<file path="src/ssp_pkg.sv">
/*
  shared constants and types for the clock-stop serial port.
  assumes: included before every other file of the block.
*/
package ssp_pkg;

  // clock-stop mode encodings
  localparam logic [1:0] SSP_CSTOP_NODELAY = 2'h2;
  localparam logic [1:0] SSP_CSTOP_DELAY = 2'h3;

  // rate generator setting that slave operation needs
  localparam logic SSP_SLAVE_SRC_SEL = 1'h1;
  localparam int SSP_DIV_W = 8;
  localparam logic [SSP_DIV_W-1:0] SSP_SLAVE_DIV = 8'h01;

  // structure defaults
  localparam int SSP_DATA_W = 16;
  localparam int SSP_FIFO_DEPTH = 32;
  localparam int SSP_SYNC_STAGES = 2;

  // positions in the synchronised pin vector
  localparam int SSP_PIN_TXC = 4;
  localparam int SSP_PIN_TXF = 3;
  localparam int SSP_PIN_RXC = 2;
  localparam int SSP_PIN_RXF = 1;
  localparam int SSP_PIN_DIN = 0;
  localparam int SSP_PIN_N = 5;

  // reset values: select pins rest high, so no false select edge after reset
  localparam logic [SSP_PIN_N-1:0] SSP_PIN_RST = 5'h0a;

  typedef struct packed {
    logic [1:0] clock_stop_mode;
    logic transmit_clock_polarity;
    logic rx_sync_polarity;
    logic tx_sync_polarity;
    logic tx_clock_direction;
    logic tx_sync_direction;
    logic rx_clock_direction;
    logic rx_sync_direction;
    logic rate_gen_source_select;
    logic [SSP_DIV_W-1:0] rate_gen_divider;
  } ssp_cfg_t;

  typedef enum logic [3:0] {
    SSP_ST_IDLE = 4'h1,
    SSP_ST_SHIFT = 4'h2,
    SSP_ST_TRAIL = 4'h4,
    SSP_ST_SLAVE = 4'h8
  } ssp_state_t;

endpackage : ssp_pkg

</file>
<file path="src/ssp_fifo.sv">
/*
  transmit word fifo with valid/ready on both sides.
  assumes: one clock, synchronous active-low reset.
*/
`timescale 1ns/10ps
`default_nettype none
module ssp_fifo #(
  parameter int W = 16,
  parameter int DEPTH = 32
) (
  // clock and reset
  input wire logic clock,
  input wire logic resetn,
  // fill side
  input wire logic in_valid,
  output logic in_ready,
  input wire logic [W-1:0] in_data,
  // drain side
  output logic out_valid,
  input wire logic out_ready,
  output logic [W-1:0] out_data
);
  localparam int AW = $clog2(DEPTH);

  generate
    if (DEPTH < 2 || (1 << AW) != DEPTH) begin : g_bad_depth
      $error("fifo depth must be a power of two of at least 2");
    end
  endgenerate

  logic [W-1:0] mem [DEPTH];
  logic [AW-1:0] wr_ptr_reg;
  logic [AW-1:0] rd_ptr_reg;
  logic [AW:0] count_reg;

  wire push = in_valid && in_ready;
  wire pop = out_valid && out_ready;

  assign in_ready = (count_reg != (AW+1)'(DEPTH));
  assign out_valid = (count_reg != '0);
  assign out_data = mem[rd_ptr_reg];

  always_ff @(posedge clock) begin
    if (push) begin
      mem[wr_ptr_reg] <= in_data;
    end
  end

  always_ff @(posedge clock) begin
    if (!resetn) begin
      wr_ptr_reg <= '0;
      rd_ptr_reg <= '0;
      count_reg <= '0;
    end else begin
      wr_ptr_reg <= wr_ptr_reg + AW'(push);
      rd_ptr_reg <= rd_ptr_reg + AW'(pop);
      count_reg <= count_reg + (AW+1)'(push) - (AW+1)'(pop);
    end
  end
endmodule : ssp_fifo
`default_nettype wire

</file>
<file path="src/ssp_rate_gen.sv">
/*
  serial clock phase timer for master operation.
  assumes: run is held for the whole transfer; counts restart when it drops.
*/
`timescale 1ns/10ps
`default_nettype none
module ssp_rate_gen #(
  parameter int DIV_W = 8
) (
  // clock and reset
  input wire logic clock,
  input wire logic resetn,
  // control
  input wire logic run,
  input wire logic [DIV_W-1:0] divider,
  // phase ends
  output logic lead_tick,
  output logic trail_tick
);
  generate
    if (DIV_W < 1) begin : g_bad_div
      $error("divider width must be at least 1");
    end
  endgenerate

  logic [DIV_W:0] cnt_reg;
  logic high_reg;

  // low phase: half of divider+1 when odd, divider/2 when even, one cycle when zero
  function automatic logic [DIV_W:0] low_len(input logic [DIV_W-1:0] d);
    logic [DIV_W:0] n;
    n = {1'b0, d};
    if (d == '0) begin
      low_len = (DIV_W+1)'(1);
    end else if (d[0]) begin
      low_len = (n + (DIV_W+1)'(1)) >> 1;
    end else begin
      low_len = n >> 1;
    end
  endfunction : low_len

  // high phase: equal halves when odd, divider/2+1 when even
  function automatic logic [DIV_W:0] high_len(input logic [DIV_W-1:0] d);
    logic [DIV_W:0] n;
    n = {1'b0, d};
    if (d[0]) begin
      high_len = (n + (DIV_W+1)'(1)) >> 1;
    end else begin
      high_len = (n >> 1) + (DIV_W+1)'(1);
    end
  endfunction : high_len

  wire [DIV_W:0] phase_len = high_reg ? high_len(divider) : low_len(divider);
  wire phase_end = run && (cnt_reg == phase_len - (DIV_W+1)'(1));

  assign lead_tick = phase_end && !high_reg;
  assign trail_tick = phase_end && high_reg;

  always_ff @(posedge clock) begin
    if (!resetn || !run) begin
      cnt_reg <= '0;
      high_reg <= 1'b0;
    end else if (phase_end) begin
      cnt_reg <= '0;
      high_reg <= !high_reg;
    end else begin
      cnt_reg <= cnt_reg + (DIV_W+1)'(1);
    end
  end
endmodule : ssp_rate_gen
`default_nettype wire

</file>
<file path="src/ssp_spi_port.sv">
/*
  clock-stop (spi style) serial port, master or slave.
  assumes: pins arrive asynchronously and are synchronised here;
  the caller resolves pin levels from the *_oe_n outputs.
*/
// Functional notes
// - mode 10, idle low: launch rise, sample fall
// - mode 11, idle low: launch early, sample rise
// - mode 10, idle high: launch fall, sample rise
// - mode 11, idle high: launch early, sample fall
// - master select output inverted, active low
// - slave inverts active-low select inputs
// - master drives transmit clock and sync
// - slave takes all clocks and syncs
// - clock period is divider plus one cycles, two for divider zero
// - low phase follows divider parity
// - high phase follows divider parity
// - select leads first edge by low phase
// - select held one period after last edge
// - slave drives first bit on select
// - slave data tri-stated when select drops
`timescale 1ns/10ps
`default_nettype none
module ssp_spi_port
  import ssp_pkg::*;
#(
  parameter int DATA_W = SSP_DATA_W,
  parameter int FIFO_DEPTH = SSP_FIFO_DEPTH
) (
  // clock and reset
  input wire logic clock,
  input wire logic resetn,
  // configuration
  input wire ssp_pkg::ssp_cfg_t cfg,
  // transmit word stream
  input wire logic tx_valid,
  output logic tx_ready,
  input wire logic [DATA_W-1:0] tx_data,
  // received words
  output logic rx_valid,
  output logic [DATA_W-1:0] rx_data,
  // status
  output logic busy,
  output logic config_error,
  // transmit clock pin
  input wire logic transmit_serial_clock_in,
  output logic transmit_serial_clock_out,
  output logic transmit_serial_clock_oe_n,
  // transmit frame sync pin
  input wire logic transmit_frame_sync_in,
  output logic transmit_frame_sync_out,
  output logic transmit_frame_sync_oe_n,
  // receive pins
  input wire logic receive_serial_clock,
  input wire logic receive_frame_sync,
  // data pins
  input wire logic serial_data_in,
  output logic serial_data_out,
  output logic serial_data_oe_n
);
  import ssp_pkg::*;

  localparam int CNT_W = $clog2(DATA_W + 1);
  localparam logic [CNT_W-1:0] CNT_LAST = CNT_W'(DATA_W - 1);
  localparam logic [CNT_W-1:0] CNT_FULL = CNT_W'(DATA_W);

  generate
    if (DATA_W < 2 || DATA_W > 32) begin : g_bad_width
      $error("word width must lie between 2 and 32");
    end
  endgenerate

  // pin synchroniser: two stages, then an edge history stage
  logic [SSP_PIN_N-1:0] pin_meta_reg;
  logic [SSP_PIN_N-1:0] pin_sync_reg;
  logic [SSP_PIN_N-1:0] pin_prev_reg;

  wire [SSP_PIN_N-1:0] pin_raw = {transmit_serial_clock_in, transmit_frame_sync_in,
    receive_serial_clock, receive_frame_sync, serial_data_in};

  always_ff @(posedge clock) begin
    if (!resetn) begin
      pin_meta_reg <= SSP_PIN_RST;
      pin_sync_reg <= SSP_PIN_RST;
      pin_prev_reg <= SSP_PIN_RST;
    end else begin
      pin_meta_reg <= pin_raw;
      pin_sync_reg <= pin_meta_reg;
      pin_prev_reg <= pin_sync_reg;
    end
  end

  // mode decode
  wire pol = cfg.transmit_clock_polarity;
  wire is_cstop = (cfg.clock_stop_mode == SSP_CSTOP_NODELAY) ||
    (cfg.clock_stop_mode == SSP_CSTOP_DELAY);
  wire delay_mode = (cfg.clock_stop_mode == SSP_CSTOP_DELAY);
  wire dir_master = cfg.tx_clock_direction && cfg.tx_sync_direction &&
    !cfg.rx_clock_direction && !cfg.rx_sync_direction;
  wire dir_slave = !cfg.tx_clock_direction && !cfg.tx_sync_direction &&
    !cfg.rx_clock_direction && !cfg.rx_sync_direction;
  wire slave_rate_ok = (cfg.rate_gen_source_select == SSP_SLAVE_SRC_SEL) &&
    (cfg.rate_gen_divider == SSP_SLAVE_DIV);
  wire cfg_ok = is_cstop && (dir_master || (dir_slave && slave_rate_ok));
  wire go_master = cfg_ok && dir_master;
  wire go_slave = cfg_ok && dir_slave;

  // clock edges normalised so the leading edge leaves the idle level
  wire txc_now = pin_sync_reg[SSP_PIN_TXC] ^ pol;
  wire txc_old = pin_prev_reg[SSP_PIN_TXC] ^ pol;
  wire rxc_now = pin_sync_reg[SSP_PIN_RXC] ^ pol;
  wire rxc_old = pin_prev_reg[SSP_PIN_RXC] ^ pol;
  wire tx_lead_edge = txc_now && !txc_old;
  wire tx_trail_edge = !txc_now && txc_old;
  wire rx_lead_edge = rxc_now && !rxc_old;
  wire rx_trail_edge = !rxc_now && rxc_old;

  // active-low select inputs turned into active-high selects
  wire sel_now = (cfg.tx_sync_polarity ? !pin_sync_reg[SSP_PIN_TXF] :
    pin_sync_reg[SSP_PIN_TXF]) && (cfg.rx_sync_polarity ?
    !pin_sync_reg[SSP_PIN_RXF] : pin_sync_reg[SSP_PIN_RXF]);
  wire sel_old = (cfg.tx_sync_polarity ? !pin_prev_reg[SSP_PIN_TXF] :
    pin_prev_reg[SSP_PIN_TXF]) && (cfg.rx_sync_polarity ?
    !pin_prev_reg[SSP_PIN_RXF] : pin_prev_reg[SSP_PIN_RXF]);
  wire sel_rise = sel_now && !sel_old;
  wire sel_fall = !sel_now && sel_old;
  wire din = pin_sync_reg[SSP_PIN_DIN];

  // transmit fifo
  logic fifo_valid;
  logic fifo_pop;
  logic [DATA_W-1:0] fifo_data;

  ssp_fifo #(
    .W(DATA_W),
    .DEPTH(FIFO_DEPTH)
  ) u_fifo (
    .clock(clock),
    .resetn(resetn),
    .in_valid(tx_valid),
    .in_ready(tx_ready),
    .in_data(tx_data),
    .out_valid(fifo_valid),
    .out_ready(fifo_pop),
    .out_data(fifo_data)
  );

  // engine state
  ssp_state_t state_reg;
  ssp_state_t state_next;
  logic [DATA_W-1:0] tx_shift_reg;
  logic [DATA_W-1:0] tx_shift_next;
  logic [DATA_W-1:0] rx_shift_reg;
  logic [DATA_W-1:0] rx_shift_next;
  logic [CNT_W-1:0] cnt_reg;
  logic [CNT_W-1:0] cnt_next;
  logic first_reg;
  logic first_next;
  logic act_reg;
  logic act_next;
  logic clk_level_next;
  logic dout_next;
  logic doe_n_next;
  logic [DATA_W-1:0] rx_data_next;
  logic rx_valid_next;

  // master clock timer
  logic lead_tick;
  logic trail_tick;
  wire gen_run = (state_reg == SSP_ST_SHIFT) || (state_reg == SSP_ST_TRAIL);

  ssp_rate_gen #(
    .DIV_W(SSP_DIV_W)
  ) u_rate_gen (
    .clock(clock),
    .resetn(resetn),
    .run(gen_run),
    .divider(cfg.rate_gen_divider),
    .lead_tick(lead_tick),
    .trail_tick(trail_tick)
  );

  // launch and sample points per mode
  wire m_last = delay_mode ? (cnt_reg == CNT_FULL) : (cnt_reg == CNT_LAST);
  wire m_launch = delay_mode ? (trail_tick && !m_last) : lead_tick;
  wire m_sample = delay_mode ? lead_tick : trail_tick;
  wire s_launch = delay_mode ? tx_trail_edge : (tx_lead_edge && !first_reg);
  wire s_sample = delay_mode ? rx_lead_edge : rx_trail_edge;
  wire in_slave = (state_reg == SSP_ST_SLAVE);
  wire do_launch = (state_reg == SSP_ST_SHIFT) ? m_launch : (in_slave && s_launch);
  wire do_sample = (state_reg == SSP_ST_SHIFT) ? m_sample : (in_slave && s_sample);
  wire [DATA_W-1:0] rx_shifted = {rx_shift_reg[DATA_W-2:0], din};
  wire [DATA_W-1:0] slave_word = fifo_valid ? fifo_data : '0;
  wire [DATA_W-1:0] load_word = go_master ? fifo_data : slave_word;

  always_comb begin
    state_next = state_reg;
    tx_shift_next = tx_shift_reg;
    rx_shift_next = rx_shift_reg;
    cnt_next = cnt_reg;
    first_next = first_reg;
    act_next = act_reg;
    clk_level_next = transmit_serial_clock_out;
    dout_next = serial_data_out;
    doe_n_next = serial_data_oe_n;
    rx_data_next = rx_data;
    rx_valid_next = 1'b0;
    fifo_pop = 1'b0;
    if (do_launch) begin
      dout_next = tx_shift_reg[DATA_W-1];
      tx_shift_next = {tx_shift_reg[DATA_W-2:0], 1'b0};
      doe_n_next = 1'b0;
    end
    if (do_sample) begin
      rx_shift_next = rx_shifted;
      cnt_next = cnt_reg + CNT_W'(1);
      if (cnt_reg == CNT_LAST) begin
        rx_data_next = rx_shifted;
        rx_valid_next = 1'b1;
        if (in_slave) begin
          cnt_next = '0;
        end
      end
    end
    case (state_reg)
      SSP_ST_IDLE: begin
        clk_level_next = pol;
        doe_n_next = 1'b1;
        act_next = 1'b0;
        cnt_next = '0;
        first_next = 1'b1;
        if ((go_master && fifo_valid) || (go_slave && sel_rise)) begin
          fifo_pop = fifo_valid;
          act_next = go_master;
          tx_shift_next = load_word;
          state_next = go_master ? SSP_ST_SHIFT : SSP_ST_SLAVE;
          if (delay_mode || go_slave) begin
            dout_next = load_word[DATA_W-1];
            tx_shift_next = {load_word[DATA_W-2:0], 1'b0};
            doe_n_next = 1'b0;
          end
        end
      end
      SSP_ST_SHIFT: begin
        if (lead_tick) begin
          clk_level_next = !pol;
        end
        if (trail_tick) begin
          clk_level_next = pol;
          if (m_last) begin
            state_next = SSP_ST_TRAIL;
          end
        end
      end
      SSP_ST_TRAIL: begin
        if (lead_tick) begin
          doe_n_next = 1'b1;
        end
        if (trail_tick) begin
          act_next = 1'b0;
          state_next = SSP_ST_IDLE;
        end
      end
      SSP_ST_SLAVE: begin
        if (tx_lead_edge) begin
          first_next = 1'b0;
        end
        if (sel_fall || !go_slave) begin
          doe_n_next = 1'b1;
          state_next = SSP_ST_IDLE;
        end
      end
      default: begin
        state_next = SSP_ST_IDLE;
      end
    endcase
  end

  always_ff @(posedge clock) begin
    if (!resetn) begin
      state_reg <= SSP_ST_IDLE;
      tx_shift_reg <= '0;
      rx_shift_reg <= '0;
      cnt_reg <= '0;
      first_reg <= 1'b1;
      act_reg <= 1'b0;
    end else begin
      state_reg <= state_next;
      tx_shift_reg <= tx_shift_next;
      rx_shift_reg <= rx_shift_next;
      cnt_reg <= cnt_next;
      first_reg <= first_next;
      act_reg <= act_next;
    end
  end

  // registered pin and status outputs
  always_ff @(posedge clock) begin
    if (!resetn) begin
      transmit_serial_clock_out <= 1'b0;
      transmit_serial_clock_oe_n <= 1'b1;
      transmit_frame_sync_out <= 1'b0;
      transmit_frame_sync_oe_n <= 1'b1;
      serial_data_out <= 1'b0;
      serial_data_oe_n <= 1'b1;
      rx_data <= '0;
      rx_valid <= 1'b0;
      busy <= 1'b0;
      config_error <= 1'b0;
    end else begin
      transmit_serial_clock_out <= clk_level_next;
      transmit_serial_clock_oe_n <= !go_master;
      transmit_frame_sync_out <= act_next ^ cfg.tx_sync_polarity;
      transmit_frame_sync_oe_n <= !go_master;
      serial_data_out <= dout_next;
      serial_data_oe_n <= doe_n_next;
      rx_data <= rx_data_next;
      rx_valid <= rx_valid_next;
      busy <= (state_next != SSP_ST_IDLE);
      config_error <= !cfg_ok;
    end
  end
endmodule : ssp_spi_port
`default_nettype wire

</file>
<file path="config.mk">
export PLATFORM = sky130hd
export DESIGN_NAME = ssp_spi_port
export DESIGN_NICKNAME = d
export VERILOG_FILES = /design/src/ssp_pkg.sv /design/src/ssp_fifo.sv /design/src/ssp_rate_gen.sv /design/src/ssp_spi_port.sv
export SDC_FILE = /design/constraint.sdc
export NUM_CORES = 1
export LEC_CHECK = 0
export ABC_AREA = 1
export BUFFER_PORTS_ARGS = -buffer_cell sky130_fd_sc_hd__buf_2
export CORE_AREA = 5 5 291 265
export DETAILED_ROUTE_END_ITERATION = 10
export DIE_AREA = 0 0 296 270
export RECOVER_POWER = 100
export SYNTH_ARGS = -nofsm -noshare
export SYNTH_HDL_FRONTEND = slang
export SYNTH_SLANG_ARGS = --single-unit
</file>
<file path="constraint.sdc">
create_clock -name clock -period 5.1 [get_ports clock]
set_clock_uncertainty 0.15 [all_clocks]
set_input_delay 1.02 -clock clock [delete_from_list [all_inputs] [get_ports clock]]
set_output_delay 1.02 -clock clock [all_outputs]
set_load 0.05 [all_outputs]
</file>
==> impl_results.html <==
<table>
<tr><th>Metric</th><th>Value</th></tr>
<tr><th colspan="2">Layout</th></tr>
<tr><td>Leading cell types in the layout, fill and taps excluded</td><td>sky130_fd_sc_hd__edfxtp_1, sky130_fd_sc_hd__nor2_1, sky130_fd_sc_hd__o21ai_0, sky130_fd_sc_hd__nand2_1, sky130_fd_sc_hd__nand3_1</td></tr>
<tr><td>Number of inserted diodes</td><td>0</td></tr>
<tr><td>Number of standard cells in the layout, taps in and fillers out</td><td>3323</td></tr>
<tr><td>Net total in the final layout</td><td>2362</td></tr>
<tr><td>Count of fill cells added during filler insertion</td><td>between 6000 and 7000</td></tr>
<tr><td>Leading cell type in the layout, fill and taps excluded</td><td>sky130_fd_sc_hd__edfxtp_1</td></tr>
<tr><td>Final cell area excluding filler cells</td><td>28900 um2</td></tr>
<tr><td>Largest register FFs</td><td>between 500 and 600</td></tr>
<tr><td>Layout overhead on the synthesized area</td><td>13.3%</td></tr>
<tr><td>Finished Core Util</td><td>~39%</td></tr>
<tr><td>Layout cell share with drive strength beyond 1</td><td>8.07%</td></tr>
<tr><th colspan="2">Place</th></tr>
<tr><td>Buffers added on ports</td><td>67</td></tr>
<tr><td>Area of placed instances</td><td>around 27000 um2</td></tr>
<tr><td>Total placed cells including tap cells</td><td>roughly 3200</td></tr>
<tr><td>Detailed placer's ending HPWL</td><td>a little under 40 mm</td></tr>
<tr><td>Routability-driven placement congestion ratio</td><td>~0.81</td></tr>
<tr><th colspan="2">Synthesis</th></tr>
<tr><td>Number of cells produced by synthesis</td><td>2246</td></tr>
<tr><td>Netlist cell types</td><td>48</td></tr>
<tr><td>Synth warnings</td><td>0</td></tr>
<tr><td>Mapped Nets</td><td>about 2300</td></tr>
<tr><td>Post-synth top area share</td><td>between 60 and 70%</td></tr>
<tr><td>Proportion of synthesized flip-flops having asynchronous set or reset</td><td>0%</td></tr>
<tr><td>Number of enable-type register cells in the synthesized netlist</td><td>512</td></tr>
<tr><td>Post-Syn Area</td><td>25500 um2</td></tr>
<tr><td>Total of flip-flops plus latches after synthesis</td><td>between 600 and 700</td></tr>
<tr><td>Primary flip-flop cell chosen by synthesis mapping</td><td>sky130_fd_sc_hd__edfxtp_1</td></tr>
<tr><td>Sequential area share after synthesis</td><td>between 60% and 70%</td></tr>
<tr><td>Mean area per synthesized cell</td><td>around 11 um2</td></tr>
<tr><td>Yosys top cell by area</td><td>sky130_fd_sc_hd__edfxtp_1</td></tr>
<tr><td>Cell types with the largest area share after synthesis</td><td>sky130_fd_sc_hd__edfxtp_1, sky130_fd_sc_hd__dfxtp_1, sky130_fd_sc_hd__o21ai_0</td></tr>
<tr><th colspan="2">Timing</th></tr>
<tr><td>Number of failing setup endpoints in the final timing report</td><td>0</td></tr>
<tr><td>Fraction of the cycle the final worst path needs</td><td>between 80% and 90%</td></tr>
<tr><td>Final Hold Viols</td><td>0</td></tr>
<tr><td>Total negative slack</td><td>0 ns</td></tr>
<tr><td>Measured slew at the worst slew-check pin</td><td>between 2 and 3 ns</td></tr>
<tr><td>Crit path time final</td><td>4.22 ns</td></tr>
<tr><td>Unrepaired setup endpoints after global routing</td><td>no</td></tr>
<tr><td>Maximum achievable frequency</td><td>237 MHz</td></tr>
<tr><td>Max-slew headroom</td><td>-74.1%</td></tr>
<tr><td>Final max-slew violation count</td><td>~240</td></tr>
<tr><th colspan="2">Power</th></tr>
<tr><td>Comb power frac</td><td>under 10%</td></tr>
<tr><td>Worst VDD drop</td><td>about 0.21 mV</td></tr>
<tr><td>Cell-internal power</td><td>between 8 and 9 mW</td></tr>
<tr><td>Proportion of total power due to net switching</td><td>23.3%</td></tr>
<tr><td>Clock power frac</td><td>between 40% and 50%</td></tr>
<tr><td>Reported leakage power</td><td>approximately 9.8 nW</td></tr>
<tr><td>Reg power frac</td><td>49.9%</td></tr>
<tr><td>Power consumption</td><td>between 10 and 15 mW</td></tr>
<tr><td>Switch Pwr</td><td>2.61 mW</td></tr>
<tr><td>Power Density</td><td>about 390 nW/um2</td></tr>
<tr><th colspan="2">Clock tree</th></tr>
<tr><td>Num CTS Buffers</td><td>just under 70</td></tr>
<tr><td>TritonCTS clock tree</td><td>done</td></tr>
<tr><td>Clk Tree Root Cell</td><td>sky130_fd_sc_hd__clkbuf_16</td></tr>
<tr><td>Clk Latency, worst-skew pair</td><td>between 0.6 and 0.7 ns</td></tr>
<tr><td>Clock edge transition at the registers on the reported setup and hold paths</td><td>roughly 0.06 ns</td></tr>
<tr><td>Count of hold-fix buffers inserted at cts</td><td>0</td></tr>
<tr><td>Clk buf depth</td><td>3</td></tr>
<tr><td># clock sinks</td><td>about 620</td></tr>
<tr><td>Number of post-CTS setup repair buffers</td><td>0</td></tr>
<tr><td>H-tree level count</td><td>3</td></tr>
<tr><td>Number of instances resized during post-cts repair</td><td>0</td></tr>
<tr><th colspan="2">Worst setup path</th></tr>
<tr><td>Endpoint arrival time on the critical path</td><td>between 4 and 5 ns</td></tr>
<tr><td>Worst Setup SP</td><td>cfg[0]</td></tr>
<tr><td>Destination of the critical timing path</td><td>rx_data[12]</td></tr>
<tr><td>Highest net fanout along the worst path</td><td>23</td></tr>
<tr><td>Reg-to-Reg Start</td><td>u_rate_gen.high_reg</td></tr>
<tr><td>Total stage count of the critical path</td><td>21</td></tr>
<tr><td>Kind of end point of the critical path</td><td>flop</td></tr>
<tr><td>Cells along the critical path</td><td>buf_2, inv_4, ha_1, inv_1, nor2_4, nand2_1, nand3_1, nand2_1, ha_1, xnor2_1, nor2_1, nand3_1, nor2_1, nand2_1, nor2_1, nand4_4, o21ai_4, nand2_4, nor2_2, nand2_1, nand2_1</td></tr>
<tr><td>Number of buffer and inverter instances along the worst setup path</td><td>3</td></tr>
<tr><td>R2R Path End</td><td>rx_data[12]</td></tr>
<tr><td>Required arrival time at the worst endpoint</td><td>approximately 5.5 ns</td></tr>
<tr><td>Worst path top cell family by delay</td><td>simple AND/OR/NAND/NOR gates</td></tr>
<tr><td>Slowest stage cell on the critical path</td><td>sky130_fd_sc_hd__nor2_2</td></tr>
<tr><td>Crit-path max cell delay</td><td>0.50 ns</td></tr>
<tr><td>Most frequent CP cell</td><td>sky130_fd_sc_hd__nand2_1</td></tr>
<tr><td>Setup Crit Path Kind</td><td>primary input to flop</td></tr>
<tr><td>Worst setup SP type</td><td>primary input</td></tr>
<tr><td>Setup slack of the worst register-to-register path</td><td>1.13 ns</td></tr>
<tr><td>Register-to-Register Path Depth</td><td>16</td></tr>
<tr><th colspan="2">Die</th></tr>
<tr><td>Die extent in y</td><td>270 um</td></tr>
<tr><td>Io pins</td><td>68</td></tr>
<tr><td>Initial core utilization</td><td>between 30% and 40%</td></tr>
<tr><td>Row count</td><td>95</td></tr>
<tr><td>Placeable Area</td><td>roughly 74000 um2</td></tr>
<tr><td>Overall die area</td><td>79900 um2</td></tr>
<tr><td>Die outline width</td><td>between 200 and 300 um</td></tr>
<tr><th colspan="2">GRT</th></tr>
<tr><td>Wire length of the first global-routing pass</td><td>~100 mm</td></tr>
<tr><td>Total Routing Usage GR</td><td>between 10% and 20%</td></tr>
<tr><td>Antenna violations before repair</td><td>0</td></tr>
<tr><td>Overflow after GRT</td><td>0</td></tr>
<tr><td>Via count of the first global-routing pass</td><td>about 17000</td></tr>
<tr><td>Pin count of the biggest net entering global routing</td><td>roughly 200</td></tr>
<tr><th colspan="2">Route</th></tr>
<tr><td>First drt pass iteration count</td><td>5</td></tr>
<tr><td>Vias after detailed routing</td><td>~18000</td></tr>
<tr><td>Total DRC errors in the routed layout</td><td>0</td></tr>
<tr><td>WL per Instance</td><td>~20 um</td></tr>
<tr><td>Via-per-instance ratio</td><td>~5.3</td></tr>
<tr><td>Detailed router's first-iteration violation count</td><td>1836</td></tr>
<tr><td>Count of nets left with antenna violations after detail routing</td><td>0</td></tr>
<tr><td>DRT Wirelength</td><td>approximately 66 mm</td></tr>
<tr><th colspan="2">Run status</th></tr>
<tr><td>Violations in the final reports</td><td>max-capacitance violations, max-slew violations</td></tr>
<tr><td>Outcome</td><td>finished, violations left</td></tr>
<tr><th colspan="2">Min path</th></tr>
<tr><td>Origin of the worst min-delay path</td><td>pin_meta_reg[3]</td></tr>
<tr><td>Worst min-delay path class</td><td>flop to flop</td></tr>
<tr><th colspan="2">Flow run</th></tr>
<tr><td>Total of max-cap violations</td><td>9</td></tr>
</table>
## final cells by class
cell class              instances  area [um2]  area share, %
flip-flops and latches        618       17500           60.6
repair buffers                111         517           1.79
clock buffers                  84        1840           6.39
clock inverters                42         354           1.23
well taps                     970        1210           4.20
inverters                     118         454           1.57
multi-input cells            1380        6990           24.2
## power groups by stage
stage | sequential, mW | clock (mW) | combinational, mW
after floorplan | 5.70 | 0 | 0.473
after global placement | 5.70 | 0 | 0.780
after detailed placement | 5.70 | 0 | 0.807
after CTS | 5.59 | 4.92 | 0.809
after global routing | 5.61 | 5.15 | 0.885
final | 5.60 | 4.82 | 0.793
## synth_stat cells, types with 2 or more instances
library cell	count
sky130_fd_sc_hd__xor2_1	9
sky130_fd_sc_hd__inv_2	11
sky130_fd_sc_hd__buf_6	2
sky130_fd_sc_hd__buf_2	5
sky130_fd_sc_hd__nor2_2	7
sky130_fd_sc_hd__o211ai_1	20
sky130_fd_sc_hd__nand4_1	40
sky130_fd_sc_hd__buf_4	5
sky130_fd_sc_hd__nand3_1	129
sky130_fd_sc_hd__ha_1	22
sky130_fd_sc_hd__o21bai_1	2
sky130_fd_sc_hd__nor2_4	9
sky130_fd_sc_hd__buf_1	7
sky130_fd_sc_hd__o221ai_1	48
sky130_fd_sc_hd__or2_2	7
sky130_fd_sc_hd__nor3_1	7
sky130_fd_sc_hd__nor2_1	376
sky130_fd_sc_hd__a221oi_1	2
sky130_fd_sc_hd__nand3_2	3
sky130_fd_sc_hd__inv_4	2
sky130_fd_sc_hd__clkbuf_1	111
sky130_fd_sc_hd__inv_1	103
sky130_fd_sc_hd__nand2_2	8
sky130_fd_sc_hd__edfxtp_1	512
sky130_fd_sc_hd__o22a_1	13
sky130_fd_sc_hd__nor3b_1	4
sky130_fd_sc_hd__dfxtp_1	106
sky130_fd_sc_hd__o21ai_0	287
sky130_fd_sc_hd__a21oi_1	41
sky130_fd_sc_hd__xnor2_1	6
sky130_fd_sc_hd__clkinv_1	2
sky130_fd_sc_hd__nand2_1	245
sky130_fd_sc_hd__o22ai_1	80
## kinds of logic after synthesis
family | after synthesis | synth area share, %
AND/OR/NAND/NOR | 843 | 14.4
flip-flops | 618 | 68.6
AO/OA/AOI/OAI | 498 | 11.4
buffers and inverters | 248 | 3.83
adder cells (fa/ha/maj) | 23 | 1.16
XOR/XNOR | 15 | 0.515
multiplexers | 1 | 0.0393
## metrics by stage
step	hold slack [ns]	setup WS, ns
2_1_floorplan	0.240	1.16
3_3_place_gp	0.244	0.664
3_5_place_dp	0.248	0.565
4_1_cts	0.262	1.20
5_1_grt	0.266	0.417
6_report	0.260	0.879
## per-layer routing
layer | track usage [%] | vias to the layer above | wire length [um]
met2 | 26.3 | 625 | 31600
met3 | 2.55 | 108 | 4210
met4 | 5.49 | 0 | 1680
met5 | 0 | - | 0
li1 | - | 8171 | -
met1 | 22.0 | 8700 | 28300
## worst min path at each step
stage | endpoint | slack (ns) | cells past startpoint
after floorplan | pin_sync_reg[0] | 0.24 | 2
after global placement | pin_sync_reg[0] | 0.24 | 2
after detailed placement | pin_sync_reg[3] | 0.25 | 1
after CTS | pin_sync_reg[3] | 0.26 | 1
after global routing | pin_sync_reg[3] | 0.27 | 1
final | pin_sync_reg[3] | 0.26 | 1
Power figures use the tool's default switching activity.
